==> src/core/dpfs_defs.vh <==
// constants and register map of the dual multipurpose pin function selector
// Behaviour
// - first pin code holds 0..4, resets to 0, changes only in half duplex.
// - second pin code holds 0..4, resets to 0, changes only in half duplex.
// - first pin code 0 leaves pin unused; full duplex stays selectable.
// - second pin code 0 leaves pin unused; full duplex stays selectable.
// - first pin code 1 converts pin cyclically to 16 bits, speed output off.
// - second pin code 1 converts pin cyclically to 16 bits, direction output off.
// - first pin code 2 reads back own speed output and converts it cyclically.
// - second pin code 2 reads back own direction output through the input.
// - first pin code 3 drives speed output unless output mode selector is 2.
// - second pin code 3 drives direction output unless output mode selector is 2.
// - first pin code 4 samples the pin as identifier bit 0.
// - second pin code 4 samples the pin as identifier bit 1.
// - third pin code 4 supplies identifier bit 2, completing three bits.
`ifndef DPFS_DEFS_VH
`define DPFS_DEFS_VH

// register byte offsets
`define DPFS_PINS_OFF 8'h00
`define DPFS_LINK_OFF 8'h04
`define DPFS_STAT_OFF 8'h08
`define DPFS_VAL1_OFF 8'h0C
`define DPFS_VAL2_OFF 8'h10

// pin function register fields (one byte lane each)
`define DPFS_PIN1_LSB 0
`define DPFS_PIN2_LSB 8
`define DPFS_PIN3_LSB 16
`define DPFS_CODE_W 5

// link register fields
`define DPFS_DUPLEX_BIT 0
`define DPFS_AOMODE_LSB 4
`define DPFS_AOMODE_W 3
`define DPFS_XID_BIT 8

// status register fields
`define DPFS_ERR_BIT 0
`define DPFS_FDOK_BIT 1
`define DPFS_ID_LSB 4

// function codes and limits
`define DPFS_CODE_UNUSED 5'h00
`define DPFS_CODE_ANALOG_IN 5'h01
`define DPFS_CODE_SELFTEST 5'h02
`define DPFS_CODE_ANALOG_OUT 5'h03
`define DPFS_CODE_IDENT 5'h04
`define DPFS_CODE_MAX 5'h04
`define DPFS_CODE3_MAX 5'h14
`define DPFS_AOMODE_BLOCK 3'h2

// reset values
`define DPFS_CODE_RST 5'h00
`define DPFS_AOMODE_RST 3'h0

// bus responses
`define DPFS_RESP_OKAY 2'h0
`define DPFS_RESP_SLVERR 2'h2

// conversion cadence
`define DPFS_CLK_PERIOD_NS 40
`define DPFS_CONV_PERIOD_NS 1000
`define DPFS_CONV_CYCLES (`DPFS_CONV_PERIOD_NS / `DPFS_CLK_PERIOD_NS)

`endif

==> src/core/dpfs_pin_select.v <==
// dual multipurpose pin function selector with axi4-lite register access
//
// Decided for this implementation: the address map and the AXI4-Lite interface to the registers.
`include "dpfs_defs.vh"

module dpfs_pin_select #(
  parameter CONV_CYCLES = `DPFS_CONV_CYCLES,
  parameter VAL_W = 16
) (
  input wire aclk, // 25 mhz system clock
  input wire aresetn, // synchronous reset, active low
  input wire [7:0] s_axi_awaddr, // write address
  input wire s_axi_awvalid, // write address valid
  output wire s_axi_awready, // write address ready
  input wire [31:0] s_axi_wdata, // write data
  input wire [3:0] s_axi_wstrb, // write byte enables
  input wire s_axi_wvalid, // write data valid
  output wire s_axi_wready, // write data ready
  output reg [1:0] s_axi_bresp, // write response
  output reg s_axi_bvalid, // write response valid
  input wire s_axi_bready, // write response ready
  input wire [7:0] s_axi_araddr, // read address
  input wire s_axi_arvalid, // read address valid
  output wire s_axi_arready, // read address ready
  output reg [31:0] s_axi_rdata, // read data
  output reg [1:0] s_axi_rresp, // read response
  output reg s_axi_rvalid, // read data valid
  input wire s_axi_rready, // read data ready
  input wire [2:0] pin_level, // digital level of pins 1, 2, 3
  input wire [2*VAL_W-1:0] adc_value, // converter results, pin 2 high half
  input wire [1:0] adc_done, // converter result strobes
  output reg [1:0] adc_start, // conversion request pulses
  output reg [1:0] adc_readback, // converter input taken from own output
  output reg wind_speed_output_en, // speed analog output on
  output reg wind_direction_output_en, // direction analog output on
  output reg link_full_duplex, // serial link runs full duplex
  output reg [2:0] strapped_device_identifier, // externally strapped id
  output reg [VAL_W-1:0] pin1_value, // pin 1 converted value for telegram
  output reg [VAL_W-1:0] pin2_value // pin 2 converted value for telegram
);

  // accepted range check for a pin code
  function code_legal;
    input [`DPFS_CODE_W-1:0] code;
    input [`DPFS_CODE_W-1:0] limit;
    begin
      code_legal = (code <= limit);
    end
  endfunction

  // pin code uses the converter (plain input or self-test readback)
  function code_converts;
    input [`DPFS_CODE_W-1:0] code;
    begin
      code_converts = (code == `DPFS_CODE_ANALOG_IN) || (code == `DPFS_CODE_SELFTEST);
    end
  endfunction

  // configuration state
  reg [`DPFS_CODE_W-1:0] first_pin_function_code_q;
  reg [`DPFS_CODE_W-1:0] second_pin_function_code_q;
  reg [`DPFS_CODE_W-1:0] third_pin_function_code_q;
  reg link_duplex_selector_q;
  reg [`DPFS_AOMODE_W-1:0] analog_output_mode_selector_q;
  reg external_identifier_select_q;
  reg err_q;

  // write channel holding registers
  reg aw_hold_q;
  reg [7:0] aw_addr_q;
  reg w_hold_q;
  reg [31:0] w_data_q;
  reg [3:0] w_strb_q;

  // pin synchroniser
  reg [2:0] pin_meta_q;
  reg [2:0] pin_sync_q;

  // per-channel converter state
  reg [15:0] conv_cnt_q [0:1];
  reg [VAL_W-1:0] conv_val_q [0:1];

  wire do_write;
  wire half_duplex;
  wire [`DPFS_CODE_W-1:0] new_code1;
  wire [`DPFS_CODE_W-1:0] new_code2;
  wire [`DPFS_CODE_W-1:0] new_code3;
  wire [`DPFS_CODE_W-1:0] code_ch [0:1];
  wire code1_bad;
  wire code2_bad;
  wire code3_bad;
  wire fd_ok;
  wire fd_req_bad;
  wire pins_hit;
  wire link_hit;
  wire stat_hit;
  wire write_mapped;
  wire write_err;
  wire err_clear;
  wire ao_allowed;

  // only one write may be in flight; both halves are parked until answered
  assign s_axi_awready = !aw_hold_q && !s_axi_bvalid;
  assign s_axi_wready = !w_hold_q && !s_axi_bvalid;
  assign s_axi_arready = !s_axi_rvalid;
  assign do_write = aw_hold_q && w_hold_q && !s_axi_bvalid;

  // write address decode
  assign pins_hit = (aw_addr_q == `DPFS_PINS_OFF);
  assign link_hit = (aw_addr_q == `DPFS_LINK_OFF);
  assign stat_hit = (aw_addr_q == `DPFS_STAT_OFF);
  assign write_mapped = pins_hit || link_hit || stat_hit;

  assign half_duplex = !link_duplex_selector_q;
  assign new_code1 = w_data_q[`DPFS_PIN1_LSB +: `DPFS_CODE_W];
  assign new_code2 = w_data_q[`DPFS_PIN2_LSB +: `DPFS_CODE_W];
  assign new_code3 = w_data_q[`DPFS_PIN3_LSB +: `DPFS_CODE_W];

  // a lane write is bad if out of range, or a real change while full duplex
  assign code1_bad = pins_hit && w_strb_q[0] && (!code_legal(new_code1, `DPFS_CODE_MAX) ||
    (!half_duplex && new_code1 != first_pin_function_code_q));
  assign code2_bad = pins_hit && w_strb_q[1] && (!code_legal(new_code2, `DPFS_CODE_MAX) ||
    (!half_duplex && new_code2 != second_pin_function_code_q));
  // third pin is independent of duplex, only its range is checked
  assign code3_bad = pins_hit && w_strb_q[2] && !code_legal(new_code3, `DPFS_CODE3_MAX);

  // full duplex may be chosen only while both pins are unused
  assign fd_ok = (first_pin_function_code_q == `DPFS_CODE_UNUSED) &&
    (second_pin_function_code_q == `DPFS_CODE_UNUSED);
  assign fd_req_bad = link_hit && w_strb_q[0] && w_data_q[`DPFS_DUPLEX_BIT] && !fd_ok;

  assign write_err = code1_bad || code2_bad || code3_bad || fd_req_bad;
  assign err_clear = do_write && stat_hit && w_strb_q[0] && w_data_q[`DPFS_ERR_BIT];

  // analog outputs in azimuth are blocked when the mode selector is 2
  assign ao_allowed = (analog_output_mode_selector_q != `DPFS_AOMODE_BLOCK);

  assign code_ch[0] = first_pin_function_code_q;
  assign code_ch[1] = second_pin_function_code_q;

  // write address and data capture, either order
  always @(posedge aclk) begin
    if (!aresetn) begin
      aw_hold_q <= 1'b0;
      aw_addr_q <= 8'h00;
      w_hold_q <= 1'b0;
      w_data_q <= 32'h00000000;
      w_strb_q <= 4'h0;
    end else begin
      if (s_axi_awvalid && s_axi_awready) begin
        aw_hold_q <= 1'b1;
        aw_addr_q <= {s_axi_awaddr[7:2], 2'b00};
      end else if (do_write) begin
        aw_hold_q <= 1'b0;
      end
      if (s_axi_wvalid && s_axi_wready) begin
        w_hold_q <= 1'b1;
        w_data_q <= s_axi_wdata;
        w_strb_q <= s_axi_wstrb;
      end else if (do_write) begin
        w_hold_q <= 1'b0;
      end
    end
  end

  // write response one cycle after both halves are held
  always @(posedge aclk) begin
    if (!aresetn) begin
      s_axi_bvalid <= 1'b0;
      s_axi_bresp <= `DPFS_RESP_OKAY;
    end else if (do_write) begin
      s_axi_bvalid <= 1'b1;
      s_axi_bresp <= write_mapped ? `DPFS_RESP_OKAY : `DPFS_RESP_SLVERR;
    end else if (s_axi_bready) begin
      s_axi_bvalid <= 1'b0;
    end
  end

  // pin function codes; each lane is judged on its own
  always @(posedge aclk) begin
    if (!aresetn) begin
      first_pin_function_code_q <= `DPFS_CODE_RST;
      second_pin_function_code_q <= `DPFS_CODE_RST;
      third_pin_function_code_q <= `DPFS_CODE_RST;
    end else if (do_write && pins_hit) begin
      if (w_strb_q[0] && !code1_bad) begin
        first_pin_function_code_q <= new_code1;
      end
      if (w_strb_q[1] && !code2_bad) begin
        second_pin_function_code_q <= new_code2;
      end
      if (w_strb_q[2] && !code3_bad) begin
        third_pin_function_code_q <= new_code3;
      end
    end
  end

  // link settings; a refused duplex request leaves the link as it was
  always @(posedge aclk) begin
    if (!aresetn) begin
      link_duplex_selector_q <= 1'b0;
      analog_output_mode_selector_q <= `DPFS_AOMODE_RST;
      external_identifier_select_q <= 1'b0;
    end else if (do_write && link_hit) begin
      if (w_strb_q[0] && !fd_req_bad) begin
        link_duplex_selector_q <= w_data_q[`DPFS_DUPLEX_BIT];
      end
      if (w_strb_q[0]) begin
        analog_output_mode_selector_q <= w_data_q[`DPFS_AOMODE_LSB +: `DPFS_AOMODE_W];
      end
      if (w_strb_q[1]) begin
        external_identifier_select_q <= w_data_q[`DPFS_XID_BIT];
      end
    end
  end

  // sticky refusal flag; a new refusal wins over a clear in the same cycle
  always @(posedge aclk) begin
    if (!aresetn) begin
      err_q <= 1'b0;
    end else if (do_write && write_err) begin
      err_q <= 1'b1;
    end else if (err_clear) begin
      err_q <= 1'b0;
    end
  end

  // read channel, answered one cycle after the address is taken
  always @(posedge aclk) begin
    if (!aresetn) begin
      s_axi_rvalid <= 1'b0;
      s_axi_rdata <= 32'h00000000;
      s_axi_rresp <= `DPFS_RESP_OKAY;
    end else if (s_axi_arvalid && s_axi_arready) begin
      s_axi_rvalid <= 1'b1;
      s_axi_rresp <= `DPFS_RESP_OKAY;
      s_axi_rdata <= 32'h00000000;
      case ({s_axi_araddr[7:2], 2'b00})
        `DPFS_PINS_OFF: begin
          s_axi_rdata[`DPFS_PIN1_LSB +: `DPFS_CODE_W] <= first_pin_function_code_q;
          s_axi_rdata[`DPFS_PIN2_LSB +: `DPFS_CODE_W] <= second_pin_function_code_q;
          s_axi_rdata[`DPFS_PIN3_LSB +: `DPFS_CODE_W] <= third_pin_function_code_q;
        end
        `DPFS_LINK_OFF: begin
          s_axi_rdata[`DPFS_DUPLEX_BIT] <= link_duplex_selector_q;
          s_axi_rdata[`DPFS_AOMODE_LSB +: `DPFS_AOMODE_W] <= analog_output_mode_selector_q;
          s_axi_rdata[`DPFS_XID_BIT] <= external_identifier_select_q;
        end
        `DPFS_STAT_OFF: begin
          s_axi_rdata[`DPFS_ERR_BIT] <= err_q;
          s_axi_rdata[`DPFS_FDOK_BIT] <= fd_ok;
          s_axi_rdata[`DPFS_ID_LSB +: 3] <= strapped_device_identifier;
        end
        `DPFS_VAL1_OFF: begin
          s_axi_rdata[VAL_W-1:0] <= conv_val_q[0];
        end
        `DPFS_VAL2_OFF: begin
          s_axi_rdata[VAL_W-1:0] <= conv_val_q[1];
        end
        default: begin
          s_axi_rresp <= `DPFS_RESP_SLVERR;
        end
      endcase
    end else if (s_axi_rready) begin
      s_axi_rvalid <= 1'b0;
    end
  end

  // pins come from outside, two flops before anything looks at them
  always @(posedge aclk) begin
    if (!aresetn) begin
      pin_meta_q <= 3'h0;
      pin_sync_q <= 3'h0;
    end else begin
      pin_meta_q <= pin_level;
      pin_sync_q <= pin_meta_q;
    end
  end

  // cyclic conversion per pin; the converter source follows the code
  genvar gi;
  generate
    for (gi = 0; gi < 2; gi = gi + 1) begin : g_conv
      always @(posedge aclk) begin
        if (!aresetn) begin
          conv_cnt_q[gi] <= 16'h0000;
          conv_val_q[gi] <= {VAL_W{1'b0}};
          adc_start[gi] <= 1'b0;
          adc_readback[gi] <= 1'b0;
        end else begin
          adc_start[gi] <= 1'b0;
          // self-test routes the own output back into the converter
          adc_readback[gi] <= (code_ch[gi] == `DPFS_CODE_SELFTEST);
          if (!code_converts(code_ch[gi])) begin
            // idle channels restart the cadence so a new mode starts at once
            conv_cnt_q[gi] <= 16'h0000;
          // switching between plain input and readback restarts the cadence at once,
          // so the first readback result never comes from a conversion of the pin
          end else if ((conv_cnt_q[gi] == 16'h0000) ||
              ((code_ch[gi] == `DPFS_CODE_SELFTEST) != adc_readback[gi])) begin
            conv_cnt_q[gi] <= CONV_CYCLES[15:0] - 16'h0001;
            adc_start[gi] <= 1'b1;
          end else begin
            conv_cnt_q[gi] <= conv_cnt_q[gi] - 16'h0001;
          end
          // stale results after a change to a non-converting code are dropped
          if (adc_done[gi] && code_converts(code_ch[gi])) begin
            conv_val_q[gi] <= adc_value[gi*VAL_W +: VAL_W];
          end
        end
      end
    end
  endgenerate

  // analog output enables, identifier and telegram values
  always @(posedge aclk) begin
    if (!aresetn) begin
      wind_speed_output_en <= 1'b0;
      wind_direction_output_en <= 1'b0;
      link_full_duplex <= 1'b0;
      strapped_device_identifier <= 3'h0;
      pin1_value <= {VAL_W{1'b0}};
      pin2_value <= {VAL_W{1'b0}};
    end else begin
      // analog input code turns the output off; self-test needs it running
      wind_speed_output_en <= (first_pin_function_code_q == `DPFS_CODE_SELFTEST) ||
        ((first_pin_function_code_q == `DPFS_CODE_ANALOG_OUT) && ao_allowed);
      wind_direction_output_en <= (second_pin_function_code_q == `DPFS_CODE_SELFTEST) ||
        ((second_pin_function_code_q == `DPFS_CODE_ANALOG_OUT) && ao_allowed);
      link_full_duplex <= link_duplex_selector_q;
      // identifier bits only count when external identifier mode is chosen
      strapped_device_identifier[0] <= external_identifier_select_q &&
        (first_pin_function_code_q == `DPFS_CODE_IDENT) && pin_sync_q[0];
      strapped_device_identifier[1] <= external_identifier_select_q &&
        (second_pin_function_code_q == `DPFS_CODE_IDENT) && pin_sync_q[1];
      strapped_device_identifier[2] <= external_identifier_select_q &&
        (third_pin_function_code_q == `DPFS_CODE_IDENT) && pin_sync_q[2];
      // converted values, plain input or readback, go to the telegram builder
      pin1_value <= conv_val_q[0];
      pin2_value <= conv_val_q[1];
    end
  end

endmodule // dpfs_pin_select

==> config.mk <==
export PLATFORM = sky130hd
export DESIGN_NAME = dpfs_pin_select
export DESIGN_NICKNAME = d
export VERILOG_FILES = /design/src/core/dpfs_pin_select.v
export VERILOG_INCLUDE_DIRS = /design/src /design/src/core
export SDC_FILE = /design/constraint.sdc
export NUM_CORES = 1
export LEC_CHECK = 0
export BUFFER_PORTS_ARGS = -buffer_cell sky130_fd_sc_hd__buf_2
export CORE_MARGIN = 1.5
export CORE_UTILIZATION = 46
export CTS_CLUSTER_DIAMETER = 50
export CTS_CLUSTER_SIZE = 10
export DETAILED_ROUTE_END_ITERATION = 16
export PLACE_DENSITY = 0.7
export SETUP_SLACK_MARGIN = 0.2
export SKIP_CTS_REPAIR_TIMING = 1
export SYNTH_ARGS = -nofsm -noshare
export SYNTH_HDL_FRONTEND = slang
export SYNTH_SLANG_ARGS = --single-unit
==> constraint.sdc <==
create_clock -name aclk -period 4.5 [get_ports aclk]
set_input_delay 0.675 -clock aclk [delete_from_list [all_inputs] [get_ports aclk]]
set_output_delay 0.675 -clock aclk [all_outputs]
set_load 0.02 [all_outputs]
# Word level (Yosys, flattened, before mapping)
# Memory sizes are Yosys's and may differ from the RTL's.
# Index checks and enable logic that the tools add are counted.
# totals
regBits	128
ram_bits	64
inputBits	96
output_inout_bits	83
wordCells	204
mem_count	2
# classes
addsub	2
n_lt_le_gt_ge	3
n_eq_ne	20
muxes	58
bitwise_logic	8
n_reduce_logical	82
# mem_list
memory	depth	width	read_ports	rd_ports_with_merged_regs	write_ports	line	source
conv_cnt_q	2	16	2	0	2	dpfs_pin_select.v:80	reg [15:0] conv_cnt_q [0:1];
conv_val_q	2	16	2	0	2	dpfs_pin_select.v:81	reg [VAL_W-1:0] conv_val_q [0:1];
# ops
cell	count
$mux W16	8
$logic_and A1 B1 Y1	39
$mux W1	38
$logic_not A16 Y1	2
$sub A16 B1 Y16 const B	2
$eq A5 B2 Y1 const B	4
$eq A6 B2 Y1 const B	3
$eq A5 B3 Y1 const B	3
$logic_or A1 B1 Y1	13
$eq A6 B1 Y1 const B	2
$logic_not A1 Y1	12
$pmux W4 S3	1
$reduce_and A2 Y1	6
$eq A5 B1 Y1 const B	2
$le A5 B3 Y1 const B	2
$logic_not A5 Y1	2
$ne A5 B5 Y1	2
$pmux W1 S5	2
$reduce_bool A2 Y1	5
$logic_not A8 Y1	1
$or A1 B1 Y1	8
$pmux W1 S4	2
$pmux W2 S4	1
$eq A6 B3 Y1 const B	1
10 further kinds	12

# Longest topological paths before layout
# logic_depth
depth_word	9
depth_mapped	8
ltp_nobuf	7

# Least setup slack after synthesis
# OpenSTA, ideal clock, no wires.
# synth_path
path_type	input-to-reg
startpoint	input aresetn
endpoint	memory conv_val_q[0][0], enable pin
setup_time_ns	0.363
arrival_ns	1.662
t_required_ns	4.137
setup_slack_ns	2.475
path_stages	4
n_path_buf	3
path_cell_list	buf_2 clkbuf_1 clkbuf_1 nand2_1
# synth_rtl
item	line	source
start: declaration	dpfs_pin_select.v:11	input wire aresetn,
end: declaration	dpfs_pin_select.v:81	

==> results.yml <==
clock_network:
  clock_latency_ns: 0.43
  htreeDepth: 4
  cts-buffers-inserted: 17
  cts_buffer_depth: 2
  clkSinkCount: 186
  clk_pin_slew_ns: 0.07
  cts_tree: "done"
  clock-root-buffer: "clkbuf_16"
worst_setup_path:
  start_kind: "primary input"
  crit_type: "in2reg"
  worstPathMaxFanout: 45
  critical_path_required_ns: 4.78
  path_cells: "buf_2 -> buf_4 -> nand2_1 -> a311o_2 -> a21oi_1"
  cp_slowest_cell: "buf_2"
  end_kind: "register"
  slowest_delay_ns: 0.55
  cp.arrival_ns: 2.53
  crit_buf_inv: 2
  timing.reg2reg.setup_slack_ns: 2.44
  cp_top_family: "buffers and inverters"
grt:
  grt_max_degree: 52
  grt_usage: 0.201
  grt_pass1_vias: 5216
  antenna_found_initial: 4
  grt_overflow: 0
  grt_pass1_wl_mm: 27.3
cells_and_area:
  syn2layout_area_growth_pct: 18.8
  finalNetCount: 1014
  drive_above_1_share: 0.208
min_path:
  hold_path_class: "reg2reg"
power:
  combPwrFrac: 0.071
  p_sw_mw: 0.832
  switching_share: 0.235
  pwr-share-clk: 0.413
  ir_drop_v: 0.000259
  seq_power_share: 0.516
  total_leakage_power_nw: 3.82
  p_per_area_nw_per_um2: 386
  p_int_mw: 2.72
detailed_routing:
  avgRoutedWirePerCell_um: 14.8
  viasPerCell: 4.93
  ant_nets: 0
  drc: 0
  drt_iter0_drc: 337
  wl_mm: 17.1
  num_vias: 5678
  first_pass_iters: 5
timing:
  rsz0062_at_grt: "false"
  maxSlewViolCount: 0
  period_needed_ns: 2.26
  fin_setup_tns_ns: 0
  max_freq_mhz: 443
  fin_worst_skew_ns: 0.00734
  worst_slew_pin_slew_ns: 0.883
  hold_violations: 0
  setup_viol: 0
  fin_crit_sh: 0.502
  fin_ws_ns: 2.24
  relSlewSlack: 0.410
die:
  die_y_um: 133
  initial_core_util: 0.469
  die_width_um: 133
  core_area_um2: 16500
  io_pins: 179
  rows: 47
  dieArea_um2: 17600
synthesis:
  async_flop_share: 0
  synth-main-ff-cell: "dfxtp_1"
  yosysWarnings: 0
  yosysSeqAreaShare: 0.564
  syn_inst: 757
  synth-edff-count: 64
  ys_seq_elements: 186
  synth_area_per_cell_um2: 10.2
  synth_area_um2: 7740
  yosysUniqueCellTypes: 58
run_status:
  outcome: "finished, final reports clean"
place:
  io_buffers: 145
  hpwlAfterDp_mm: 12.2
  dp_slack_ns: 1.82
  place_congestion: 0.792
job:
  drv_cap: 0
## flip-flops by register name (all words and copies together) (netlist names), 5 cells and up
name / cells
conv_val_q: 32
second_pin_function_code_q: 5
pin2_value: 16
conv_cnt_q: 32
w_data_q: 17
first_pin_function_code_q: 5
aw_addr_q: 6
s_axi_rdata: 21
third_pin_function_code_q: 5
pin1_value: 16
## area by class of cell
class,count,area [um2]
fill,1487,7320
sequential,186,4360
inverter,8,30.0
clock inverter,12,124
multi-input combinational,553,3200
clock buffer,20,447
timing repair buffer,148,748
tap,220,275
antenna,5,12.5
## stage by stage
stage | total power, mW | hold WS (ns) | util | instance area, um2 | std cells
after floorplan | 2.04 | 0.412 | - | 7900 | 800
after global placement | 2.12 | 0.414 | 0.522 | 8620 | 1115
after detailed placement | 2.12 | 0.418 | 0.522 | 8620 | 1115
after CTS | 3.57 | 0.431 | 0.556 | 9190 | 1147
after global routing | 3.67 | 0.444 | 0.557 | 9200 | 1150
final | 3.55 | 0.435 | 0.557 | 9200 | 1152
## synth_stat cells (10+ instances only)
cell type  number  area, um2
nor2_1         79        297
clkbuf_1       22       82.6
edfxtp_1       64       1920
xnor2_1        25        219
xor2_1         10       87.6
nand3_1        23        115
nor3_1         16       80.1
nand2_1        93        349
and3_1         11       68.8
buf_4          16        120
o21ai_0        15       75.1
and2_1         76        475
dfxtp_1       122       2440
mux2i_1        20        200
a21oi_1        40        200
## routing by layer
layer  share of wire  routed length, um  vias to the layer above  GRT usage
met5               0                  0                        -          0
met4           0.023                391                        0     0.0849
met3           0.055                938                       28     0.0525
met2            0.45               7730                      145      0.307
met1            0.47               8010                     2643      0.271
li1                -                  -                     2862          -
## final timing paths
path                                start          endpoint  cells after the start
min                         pin_meta_q[1]     pin_sync_q[1]                      1
min reg2reg                 pin_meta_q[1]     pin_sync_q[1]                      1
max reg2reg  first_pin_function_code_q[0]  conv_cnt_q[0][6]                      5
max                               aresetn  conv_cnt_q[1][6]                      5
## logic make-up (layout without fill, tap and decap cells)
family	count (synthesis)	count (layout)	share of synthesized area
AO/OA/AOI/OAI	98	98	0.0811
XOR/XNOR	36	36	0.0417
other	2	50	0.000970
flip-flops	186	186	0.564
adder cells (fa/ha/maj)	4	4	0.00646
buffers and inverters	61	188	0.0438
AND/OR/NAND/NOR	348	348	0.231
multiplexers	22	22	0.0317
## power groups by stage
stage,combinational (mW),sequential (mW),clock (mW)
after detailed placement,0.250,1.87,0
final,0.250,1.83,1.46
after CTS,0.252,1.83,1.49
after global placement,0.248,1.87,0
after global routing,0.278,1.84,1.56
after floorplan,0.159,1.88,0
## cell usage in the layout, fill, tap and decap left out, drive strengths merged, types with 6 or more instances in the layout
| cell type | netlist | final |
|---|---|---|
| nor3 | 20 | 20 |
| nand2b | 8 | 8 |
| nor4 | 10 | 10 |
| edfxtp | 64 | 64 |
| xnor2 | 26 | 26 |
| o21ai | 16 | 16 |
| and2 | 76 | 76 |
| clkbuf | 23 | 20 |
| a22oi | 9 | 9 |
| a21oi | 40 | 40 |
| conb | 2 | 45 |
| xor2 | 10 | 10 |
| a221oi | 8 | 8 |
| dfxtp | 122 | 122 |
| a22o | 6 | 6 |
| nand3 | 23 | 23 |
| buf | 30 | 148 |
| nand2 | 93 | 93 |
| inv | 7 | 8 |
| mux2i | 20 | 20 |
| clkinv | 1 | 8 |
| and3 | 11 | 11 |
| nor2 | 79 | 79 |
No activity file was read; power rests on OpenSTA's default activity.
